===== src/rtl/cvps_pkg.sv =====
`default_nettype none
package cvps_pkg;
	// ****************************************
	// Program byte layout
	// ****************************************
	localparam int VCODE_LSB = 0;
	localparam int VCODE_W = 4;
	localparam int SLEW_LSB = 4;
	localparam int SLEW_W = 2;
	localparam logic [3:0] VCODE_RESET = 4'h9;
	localparam logic [1:0] SLEW_RESET = 2'h1;
	localparam logic [6:0] SLAVE_ADDR_DEFAULT = 7'h2a;
	// ****************************************
	// Reference voltage in millivolts
	// ****************************************
	localparam logic [10:0] VREF_BASE_MV = 11'h352;
	localparam logic [10:0] VREF_STEP_MV = 11'h032;
	// ****************************************
	// Soft-start source current in microamps
	// ****************************************
	localparam logic [5:0] SS_CUR_00 = 6'h05;
	localparam logic [5:0] SS_CUR_01 = 6'h0a;
	localparam logic [5:0] SS_CUR_10 = 6'h18;
	localparam logic [5:0] SS_CUR_11 = 6'h2f;
	// ****************************************
	// Fault thresholds, percent of reference, and timing
	// ****************************************
	localparam logic [7:0] OV_TRIP_PCT = 8'h72;
	localparam logic [7:0] OV_CLEAR_PCT = 8'h6a;
	localparam logic [7:0] UV_TRIP_PCT = 8'h56;
	localparam logic [7:0] UV_CLEAR_PCT = 8'h5e;
	localparam int CLK_MHZ = 200;
	localparam int OV_DELAY_NS = 1500;
	localparam int OV_DELAY_CYC = (OV_DELAY_NS * CLK_MHZ) / 1000;
	localparam int SYNC_STAGES = 2;
	typedef struct packed {
		logic [1:0] slew;
		logic [3:0] vcode;
	} cvps_setting_type;
	typedef enum {ST_IDLE, ST_ADDR, ST_AACK, ST_WDATA, ST_WACK, ST_RDATA, ST_RACK, ST_IGNORE}
		cvps_state_type;
endpackage : cvps_pkg
`default_nettype wire


===== src/rtl/cvps_slave.sv =====
// Operation
// Master opens every transaction with data falling while clock is high.
// First byte holds seven address bits and a direction bit.
// Matching address is acknowledged by driving data low on ninth clock.
// Each written data byte is acknowledged low on its ninth clock.
// Bytes continue back to back until stop or repeated start.
// Written byte is latched on acknowledge clock rise and applied at once.
// Four-bit voltage code drives the reference converter.
// Read shifts the current program byte out on the data line.
// Master ends a read with not-acknowledge and then stop.
// Stop is data rising while clock is high.
// Bits 3..0 are voltage code, bits 5..4 slew code.
// Each field is sent most significant bit first.
// Slew code selects 5, 10, 24 or 47 microamp soft-start current.
// Slew code defaults to 01 after power-up.
// Overvoltage above 114% for over 1.5 us trips; clears at 106%.
// Undervoltage below 86% flags; clears after recovery to 94%.
// Power good low until all outputs in tolerance, unlatched.
// Select high disables bus and uses pins as voltage code bits 0,1.
// Voltage code maps to 850 mV plus 50 mV per step.
// Bus mode starts at voltage code 1001.
// Programmed codes are kept through enable-low periods.
// Address is a parameter; mismatching transactions are ignored, no ack.
// Bits 7 and 6 of a written byte are ignored.
`default_nettype none
module cvps_slave
	import cvps_pkg::*;
#(
	parameter logic [6:0] SLAVE_ADDR = cvps_pkg::SLAVE_ADDR_DEFAULT,
	parameter int         OV_CYC     = cvps_pkg::OV_DELAY_CYC
) (
	input  wire logic                   clk,
	input  wire logic                   nrst,
	input  wire logic                   pinFunctionSelect,
	input  wire logic                   sclIn,
	input  wire logic                   sdaIn,
	output logic                        sdaOut,
	output logic                        sdaOe,
	input  wire logic [3:2]             voltageCodePins,
	input  wire logic                   regEnable,
	input  wire logic [7:0]             voutPct,
	input  wire logic                   ldoSramOk,
	input  wire logic                   ldoPllOk,
	output cvps_pkg::cvps_setting_type  activeSetting,
	output logic [10:0]                 vrefMv,
	output logic [5:0]                  softStartUa,
	output logic                        ovFault,
	output logic                        uvFault,
	output logic                        phaseTristate,
	output logic                        powerGoodOut,
	output logic                        powerGoodOe
);
	import cvps_pkg::*;

	// ****************************************
	// Input synchronisers
	// ****************************************
	logic [SYNC_STAGES-1:0] sclSync_r, sdaSync_r, selSync_r, enSync_r;
	logic [1:0] vpinSync0_r, vpinSync1_r;
	logic sclD_r, sdaD_r;
	always_ff @(posedge clk or negedge nrst) begin
		if (!nrst) begin
			sclSync_r   <= '1;
			sdaSync_r   <= '1;
			selSync_r   <= '0;
			enSync_r    <= '0;
			vpinSync0_r <= '0;
			vpinSync1_r <= '0;
			sclD_r      <= 1'b1;
			sdaD_r      <= 1'b1;
		end else begin
			sclSync_r   <= {sclSync_r[0], sclIn};
			sdaSync_r   <= {sdaSync_r[0], sdaIn};
			selSync_r   <= {selSync_r[0], pinFunctionSelect};
			enSync_r    <= {enSync_r[0], regEnable};
			vpinSync0_r <= voltageCodePins;
			vpinSync1_r <= vpinSync0_r;
			sclD_r      <= sclSync_r[1];
			sdaD_r      <= sdaSync_r[1];
		end
	end
	logic scl, sda, busOn, sclRise, sclFall, startSeen, stopSeen;
	assign scl       = sclSync_r[1];
	assign sda       = sdaSync_r[1];
	assign busOn     = !selSync_r[1];
	assign sclRise   = busOn && scl && !sclD_r;
	assign sclFall   = busOn && !scl && sclD_r;
	assign startSeen = busOn && scl && sclD_r && sdaD_r && !sda;
	assign stopSeen  = busOn && scl && sclD_r && !sdaD_r && sda;

	// ****************************************
	// Bus protocol engine
	// ****************************************
	cvps_state_type state_r, state_nxt;
	logic [7:0] shift_r, shift_nxt;
	logic [3:0] bitCnt_r, bitCnt_nxt;
	logic       drive_r, drive_nxt;
	cvps_setting_type prog_r, prog_nxt;
	always_comb begin
		state_nxt  = state_r;
		shift_nxt  = shift_r;
		bitCnt_nxt = bitCnt_r;
		drive_nxt  = drive_r;
		prog_nxt   = prog_r;
		if (!busOn || stopSeen) begin
			state_nxt = ST_IDLE;
			drive_nxt = 1'b0;
		end else if (startSeen) begin
			state_nxt  = ST_ADDR;
			bitCnt_nxt = 4'h0;
			drive_nxt  = 1'b0;
		end else begin
			case (state_r)
				ST_ADDR, ST_WDATA: begin
					if (sclRise) begin
						shift_nxt  = {shift_r[6:0], sda};
						bitCnt_nxt = bitCnt_r + 4'h1;
					end
					if (sclFall && bitCnt_r == 4'h8) begin
						if (state_r == ST_WDATA) begin
							state_nxt = ST_WACK;
							drive_nxt = 1'b1;
						end else if (shift_r[7:1] == SLAVE_ADDR) begin
							state_nxt = ST_AACK;
							drive_nxt = 1'b1;
						end else begin
							state_nxt = ST_IGNORE;
						end
					end
				end
				ST_AACK: begin
					if (sclFall) begin
						bitCnt_nxt = 4'h0;
						if (shift_r[0]) begin
							state_nxt = ST_RDATA;
							shift_nxt = {2'b00, prog_r};
							drive_nxt = !shift_nxt[7];
						end else begin
							state_nxt = ST_WDATA;
							drive_nxt = 1'b0;
						end
					end
				end
				ST_WACK: begin
					if (sclRise) begin
						prog_nxt.vcode = shift_r[VCODE_LSB +: VCODE_W];
						prog_nxt.slew  = shift_r[SLEW_LSB +: SLEW_W];
					end
					if (sclFall) begin
						state_nxt  = ST_WDATA;
						bitCnt_nxt = 4'h0;
						drive_nxt  = 1'b0;
					end
				end
				ST_RDATA: begin
					if (sclFall) begin
						bitCnt_nxt = bitCnt_r + 4'h1;
						shift_nxt  = {shift_r[6:0], 1'b0};
						if (bitCnt_r == 4'h7) begin
							state_nxt = ST_RACK;
							drive_nxt = 1'b0;
						end else begin
							drive_nxt = !shift_r[6];
						end
					end
				end
				ST_RACK: begin
					if (sclRise && sda) begin
						state_nxt = ST_IGNORE;
					end else if (sclFall) begin
						state_nxt = ST_RDATA;
						bitCnt_nxt = 4'h0;
						shift_nxt = {2'b00, prog_r};
						drive_nxt = !shift_nxt[7];
					end
				end
				ST_IDLE, ST_IGNORE: begin
					drive_nxt = 1'b0;
				end
				default: begin
					state_nxt = ST_IDLE;
					drive_nxt = 1'b0;
				end
			endcase
		end
	end
	always_ff @(posedge clk or negedge nrst) begin
		if (!nrst) begin
			state_r  <= ST_IDLE;
			shift_r  <= 8'h00;
			bitCnt_r <= 4'h0;
			drive_r  <= 1'b0;
			prog_r   <= '{slew: SLEW_RESET, vcode: VCODE_RESET};
		end else begin
			state_r  <= state_nxt;
			shift_r  <= shift_nxt;
			bitCnt_r <= bitCnt_nxt;
			drive_r  <= drive_nxt;
			prog_r   <= prog_nxt;
		end
	end
	assign sdaOut = 1'b0;
	assign sdaOe  = !drive_r;

	// ****************************************
	// Reference and slew decode
	// ****************************************
	function automatic logic [5:0] slewCurrent(input logic [1:0] code);
		case (code)
			2'h0:    slewCurrent = SS_CUR_00;
			2'h1:    slewCurrent = SS_CUR_01;
			2'h2:    slewCurrent = SS_CUR_10;
			default: slewCurrent = SS_CUR_11;
		endcase
	endfunction : slewCurrent
	cvps_setting_type setting_nxt, setting_r;
	logic [10:0] vref_nxt, vref_r;
	logic [5:0]  ss_nxt, ss_r;
	always_comb begin
		setting_nxt = prog_r;
		if (!busOn) begin
			setting_nxt.vcode = {vpinSync1_r, sclSync_r[1], sdaSync_r[1]};
			setting_nxt.slew  = SLEW_RESET;
		end
		vref_nxt = VREF_BASE_MV + 11'(setting_nxt.vcode) * VREF_STEP_MV;
		ss_nxt   = slewCurrent(setting_nxt.slew);
	end
	always_ff @(posedge clk or negedge nrst) begin
		if (!nrst) begin
			setting_r <= '{slew: SLEW_RESET, vcode: VCODE_RESET};
			vref_r    <= VREF_BASE_MV + 11'(VCODE_RESET) * VREF_STEP_MV;
			ss_r      <= SS_CUR_01;
		end else begin
			setting_r <= setting_nxt;
			vref_r    <= vref_nxt;
			ss_r      <= ss_nxt;
		end
	end
	assign activeSetting = setting_r;
	assign vrefMv        = vref_r;
	assign softStartUa   = ss_r;

	// ****************************************
	// Output faults and power good
	// ****************************************
	logic [15:0] ovCnt_r, ovCnt_nxt;
	logic ov_r, ov_nxt, uv_r, uv_nxt, pg_r, pg_nxt;
	always_comb begin
		ovCnt_nxt = (voutPct > OV_TRIP_PCT) ? ovCnt_r + 16'h1 : 16'h0;
		if (ovCnt_r == 16'(OV_CYC) && voutPct > OV_TRIP_PCT)
			ovCnt_nxt = ovCnt_r;
		ov_nxt = ov_r;
		if (ovCnt_r == 16'(OV_CYC))
			ov_nxt = 1'b1;
		else if (voutPct <= OV_CLEAR_PCT)
			ov_nxt = 1'b0;
		uv_nxt = uv_r;
		if (voutPct < UV_TRIP_PCT)
			uv_nxt = 1'b1;
		else if (voutPct >= UV_CLEAR_PCT)
			uv_nxt = 1'b0;
		pg_nxt = enSync_r[1] && !ov_r && !uv_r && ldoSramOk && ldoPllOk;
	end
	always_ff @(posedge clk or negedge nrst) begin
		if (!nrst) begin
			ovCnt_r <= 16'h0;
			ov_r    <= 1'b0;
			uv_r    <= 1'b0;
			pg_r    <= 1'b0;
		end else begin
			ovCnt_r <= ovCnt_nxt;
			ov_r    <= ov_nxt;
			uv_r    <= uv_nxt;
			pg_r    <= pg_nxt;
		end
	end
	assign ovFault       = ov_r;
	assign uvFault       = uv_r;
	assign phaseTristate = ov_r;
	assign powerGoodOut  = 1'b0;
	assign powerGoodOe   = pg_r;

	// ****************************************
	// Checks
	// ****************************************
	AST_ADDR_ACK: assert property (@(posedge clk) disable iff (!nrst)
		(state_r == ST_ADDR && sclFall && bitCnt_r == 4'h8 && shift_r[7:1] == SLAVE_ADDR)
		|=> !sdaOe && state_r == ST_AACK) else $error("address ack missing");
	AST_NO_ACK: assert property (@(posedge clk) disable iff (!nrst)
		(state_r == ST_IGNORE) |-> sdaOe) else $error("driving while ignored");
	AST_WACK: assert property (@(posedge clk) disable iff (!nrst)
		(state_r == ST_WDATA && sclFall && bitCnt_r == 4'h8 && busOn && !stopSeen && !startSeen)
		|=> !sdaOe) else $error("write ack missing");
	AST_LATCH: assert property (@(posedge clk) disable iff (!nrst)
		(state_r == ST_WACK && sclRise && !stopSeen && !startSeen && busOn)
		|=> prog_r.vcode == $past(shift_r[3:0]) && prog_r.slew == $past(shift_r[5:4]))
		else $error("program byte not latched");
	AST_VREF: assert property (@(posedge clk) disable iff (!nrst)
		vrefMv == 11'(VREF_BASE_MV + 11'(activeSetting.vcode) * VREF_STEP_MV))
		else $error("reference mapping wrong");
	AST_OV_TRIP: assert property (@(posedge clk) disable iff (!nrst)
		(ovCnt_r == 16'(OV_CYC)) |=> ovFault && phaseTristate) else $error("ov not tripped");
	AST_UV: assert property (@(posedge clk) disable iff (!nrst)
		(voutPct < UV_TRIP_PCT) |=> uvFault) else $error("uv not flagged");
	AST_PG: assert property (@(posedge clk) disable iff (!nrst)
		(ov_r || uv_r) |=> !powerGoodOe) else $error("power good during fault");
	AST_SEL: assert property (@(posedge clk) disable iff (!nrst)
		!busOn |=> state_r == ST_IDLE && sdaOe) else $error("bus active in pin mode");
endmodule : cvps_slave
`default_nettype wire


===== config.mk =====
export PLATFORM = sky130hd
export DESIGN_NAME = cvps_slave
export DESIGN_NICKNAME = d
export VERILOG_FILES = /design/src/rtl/cvps_pkg.sv /design/src/rtl/cvps_slave.sv
export SDC_FILE = /design/constraint.sdc
export NUM_CORES = 1
export LEC_CHECK = 0
export BUFFER_PORTS_ARGS = -buffer_cell sky130_fd_sc_hd__buf_4
export CORE_ASPECT_RATIO = 0.5
export CORE_MARGIN = 2
export CORE_UTILIZATION = 40
export DETAILED_ROUTE_END_ITERATION = 7
export SLEW_MARGIN = 15
export SYNTH_ARGS = -nofsm -noshare
export SYNTH_HDL_FRONTEND = slang
export SYNTH_SLANG_ARGS = --single-unit

===== constraint.sdc =====
create_clock -name clk -period 3 [get_ports clk]
set_input_delay 0.45 -clock clk [delete_from_list [all_inputs] [get_ports clk]]
set_output_delay 0.45 -clock clk [all_outputs]
set_load 0.005 [all_outputs]

== Yosys cells after proc, flatten, opt, wreduce, memory -nomap -nowiden ==
Cells that the tools add are included.

* Add/subtract/negate cells: 3
* $mul: 1
* Divide/modulo/power cells: 0
* Order comparisons: 4
* Eq/ne operators: 33
* Shift operators: 0
* Muxes and demuxes: 46
* Bitwise logic cells: 2
* Reductions and logical operators: 41

{| class="wikitable"
|+ Operator list
! cell !! count
|-
| 32-bit two-way mux || 9
|-
| 32-bit one-hot mux with 6 select lines || 1
|-
| 32-bit by 3-bit equality test with 1-bit output (second input constant) || 5
|-
| 32-bit by 2-bit equality test with 1-bit output (second input constant) || 2
|-
| 8-bit two-way mux || 6
|-
| 32-bit by 1-bit equality test with 1-bit output (second input constant) || 1
|-
| 32-bit logical NOT || 1
|-
| 8-bit one-hot mux with 4 select lines || 1
|-
| 4-bit inequality test (second input constant) || 7
|-
| 4-bit two-way mux || 5
|-
| 6-bit one-hot mux with 3 select lines || 1
|-
| 16-bit by 1-bit adder with 16-bit output (second input constant) || 1
|-
| 16-bit by 9-bit equality test with 1-bit output (second input constant) || 1
|-
| 1-bit logical AND || 16
|-
| 1-bit two-way mux || 16
|-
| 16-bit two-way mux || 1
|-
| 4-bit one-hot mux with 4 select lines || 1
|-
| 7-bit AND reduction || 2
|-
| 2-bit inequality test (second input constant) || 6
|-
| 3-bit inequality test (second input constant) || 4
|-
| 10-bit by 10-bit adder with 11-bit output (first input constant) || 1
|-
| 5-bit inequality test (second input constant) || 2
|-
| 1-bit logical NOT || 9
|-
| 4-bit by 5-bit multiplier with 9-bit output (second input constant) || 1
|-
| other kinds (24) || 30
|}

* Register bits after elaboration: 107
* Latch bits: 0
* Memory bits (writable): 0
* Memory bits (read-only): 0
* Bits of input ports: 18
* Output and inout port bits: 30
* Word-level logic and storage cells: 153
* Memories: 0

== Depth between registers and ports, before layout ==
* Depth after elaboration: 8
* Mapped depth: 10
* Depth with buffers taken out: 9

== Worst setup path before layout ==
No wires, ideal clock.

* Path type: reg2reg
* Start point: register selSync_r[1]
* End point: register vref_r[9], in the netlist vrefMv[9]
* Setup time: 80 ps
* Arrival: 2510 ps
* Required time: 2920 ps
* Setup slack: 410 ps
* Cell stages (with the launch flop): 10
* Path through: dfrtp_1 -> buf_2 -> mux2_2 -> ha_1 -> ha_1 -> fa_1 -> xor2_1 -> inv_1 -> o21ai_0 -> xnor2_1

{| class="wikitable"
|+ RTL lines
! item !! RTL line !! text
|-
| start, declared || cvps_slave.sv:58 || <nowiki>logic [SYNC_STAGES-1:0] sclSync_r, sdaSync_r, selSync_r, enSync_r;</nowiki>
|-
| start signal, assigned || cvps_slave.sv:74 || <nowiki>selSync_r <= {selSync_r[0], pinFunctionSelect};</nowiki>
|-
| end signal, assigned || cvps_slave.sv:231 || <nowiki>vref_r <= VREF_BASE_MV + 11'(VCODE_RESET) * VREF_STEP_MV;</nowiki>
|-
| end signal, assigned || cvps_slave.sv:235 || <nowiki>vref_r <= vref_nxt;</nowiki>
|-
| end, declared || cvps_slave.sv:217 || <nowiki>logic [10:0] vref_nxt, vref_r;</nowiki>
|}

==> flow_metrics.env <==
export IMPL_area_delta_synth_final_pct=18.85
export IMPL_fmax_mhz=385.9
export IMPL_syn_avg_cell_area_sq_um=10.95
export IMPL_setup_viol=0
export IMPL_rsz0062_at_grt="no"
export IMPL_cts_setup_buffers=0
export IMPL_clk_latency_ns=0.33
export IMPL_drv_slew=0
export IMPL_holdWs_ns=0.2230
export IMPL_grt_max_degree=76
export IMPL_yosys_top_cells_area="dfrtp_1, dfstp_2, ha_1"
export IMPL_rows=24
export IMPL_die_h_microns=72.52
export IMPL_hpwl_mm=5.103
export IMPL_yosysSeqAreaShare_pct=50.53
export IMPL_drc=0
export IMPL_portBuffers=44
export IMPL_wl_per_cell_microns=14.76
export IMPL_leakage_uw=0.002107
export IMPL_cp_max_fo=6
export IMPL_track_usage_pct=15.78
export IMPL_io_pins=48
export IMPL_gp_congestion=0.9154
export IMPL_drt_iter0_markers=152
export IMPL_syn_cell_area_sq_um=3756
export IMPL_p_comb_share_pct=28.2
export IMPL_cts_tree="yes"
export IMPL_dr_total_vias=2668
export IMPL_grt_overflow_total=0
export IMPL_timing_hold_violations_final=0
export IMPL_cts_buffers_inserted=9
export IMPL_netSwitchingPower_uw=1065
export IMPL_ant_nets=0
export IMPL_htreeDepth=3
export IMPL_async_flop_share_pct=100.0
export IMPL_n_antenna_cell=0
export IMPL_fin_nets=421
export IMPL_wl_mm=7.467
export IMPL_internal_power_uw=2453
export IMPL_n_fill_cell=787
export IMPL_finalCriticalPeriod_ns=2.591
export IMPL_power_density_nw_per_um2=788.0
export IMPL_crit_path_end_kind="flop"
export IMPL_dieWidth_microns=141.0
export IMPL_setup_tns_ns=0
export IMPL_grt_pass1_vias=2619
export IMPL_drv_cap=0
export IMPL_ys_ff_latch=75
export IMPL_start_kind="flop"
export IMPL_skew_ns=0.004287
export IMPL_core_area_sq_um=8919
export IMPL_synth_top_area_share_pct=38.64
export IMPL_synthMostInstantiatedCell="dfrtp_1"
export IMPL_grt_pass1_wl_mm=12.72
export IMPL_min_path_type="in2reg"
export IMPL_vias_per_cell=5.273
export IMPL_cp_required_ns=3.25
export IMPL_switching_share_pct=30.28
export IMPL_cts_root_buf="clkbuf_16"
export IMPL_drive_above_1_share_pct=24.68
export IMPL_power_clock_fraction_pct=30.6
export IMPL_max_slew_margin_pct=39.47
export IMPL_synth_area_leader_cell="dfrtp_1"
export IMPL_crit_type="reg2reg"
export IMPL_yosys_warnings=0
export IMPL_synth_edff_count=0
export IMPL_path_clk_slew_ns=0.06
export IMPL_p_seq_share_pct=41.2
export IMPL_first_pass_iters=5
export IMPL_cts_sinks=75
export IMPL_status="finished clean"
export IMPL_antenna_found_initial=0
export IMPL_start_util_pct=42.12
export IMPL_tightest_slew_ns=0.9079
export IMPL_post_cts_resized=0
export IMPL_ys_flop_type="dfrtp_1"
export IMPL_synthCells=343
export IMPL_synthTopCellsByCount="dfrtp_1, nor2_1, ha_1, inv_1, xor2_1"
export IMPL_finalCritPeriodShare_pct=86.38
export IMPL_ir_drop_mv=0.4491
export IMPL_cts_buffer_depth=2
export IMPL_cts_hold_buf=0
export IMPL_synthDistinctLibCells=61
export IMPL_crit_arrival_ns=2.84
export IMPL_dieArea_sq_um=10230
[metal layers]
layer	GRT usage, %	share of wire [%]
met1	20.58	48
met2	25.47	45
met3	4.686	4.8
met4	5.667	1.7
met5	0	0
[cell type report]
class / count / area (sq um) / area share (%)
Timing Repair Buffer: 50 / 375.4 / 8.408
Clock buffer: 11 / 242.7 / 5.437
Sequential cell: 75 / 1898 / 42.52
Multi-Input combinational cell: 230 / 1674 / 37.50
Tap cell: 117 / 146.4 / 3.279
Clock inverter: 5 / 60.06 / 1.345
Inverter: 18 / 67.56 / 1.513
[logic make-up after synthesis]
kind of cell	count (synthesis)	synth area share [%]
xor+xnor	27	6.296
other cells	1	0.09984
flops	75	50.53
simple gates	100	14.46
compound gates	67	12.26
mux	14	4.730
buf+inv	40	5.097
fa+ha+maj	19	6.529
[through the flow]
step | power [uW] | utilization [%] | instances | setup slack, ns | area [sq um]
finish | 3518 | 50.06 | 506 | 0.4086 | 4464
global route | 3750 | 50.06 | 506 | 0.2526 | 4464
CTS | 3552 | 50.06 | 506 | 0.4266 | 4464
detailed placement | 2443 | 46.66 | 490 | 0.4148 | 4161
global placement | 2425 | 46.66 | 490 | 0.5140 | 4161
floorplan | 2086 | - | 345 | 0.4102 | 3764
[power groups by stage]
stage	clock (uW)	combinational [uW]	sequential (uW)
2_1_floorplan	0	687	1400
3_3_place_gp	0	970	1450
3_5_place_dp	0	990	1450
4_1_cts	1110	995	1450
5_1_grt	1160	1110	1480
6_report	1080	993	1450
[worst paths after layout]
kind	from	end	slack [ns]	depth (start not counted)
hold / removal	sdaIn	sdaSync_r[0]	0.22	1
min in group asynchronous	nrst	vrefMv[7]	0.25	1
max in group asynchronous	nrst	ovCnt_r[14]	2.16	1
hold reg to reg	enSync_r[0]	enSync_r[1]	0.35	0
setup reg to reg	selSync_r[1]	vrefMv[9]	0.41	8
setup / recovery	selSync_r[1]	vrefMv[9]	0.41	8
[flip-flops by register name, indices dropped and copies added, names as in the netlist, 3 cells and up]
name / cells
prog_r: 6
bitCnt_r: 4
activeSetting: 5
softStartUa: 5
shift_r: 8
ovCnt_r: 16
vrefMv: 10
state_r: 3
[cells in the final DEF (no fill, tap or decap), types with 6 or more instances in the layout]
cell,Yosys,routed
xor2_1,18,18
dfstp_2,17,17
nand3_1,8,8
dfrtp_1,58,58
nand2_1,16,16
clkbuf_16,0,9
nor2b_1,6,6
inv_1,18,18
a21oi_1,13,13
nand4_1,7,7
ha_1,18,18
mux2_4,6,6
nor2_1,28,28
buf_4,7,50
nand2b_1,6,6
xnor2_1,9,9
o21ai_0,14,14
[critical path, stage by stage, from the launching register on]
cell,delay (ns)
dfrtp_1,0.44
mux2_2,0.42
ha_1,0.33
ha_1,0.23
fa_1,0.40
xor2_1,0.28
inv_1,0.06
o21ai_0,0.21
xnor2_1,0.15
Note: power is estimated with default switching activity, not from simulation.
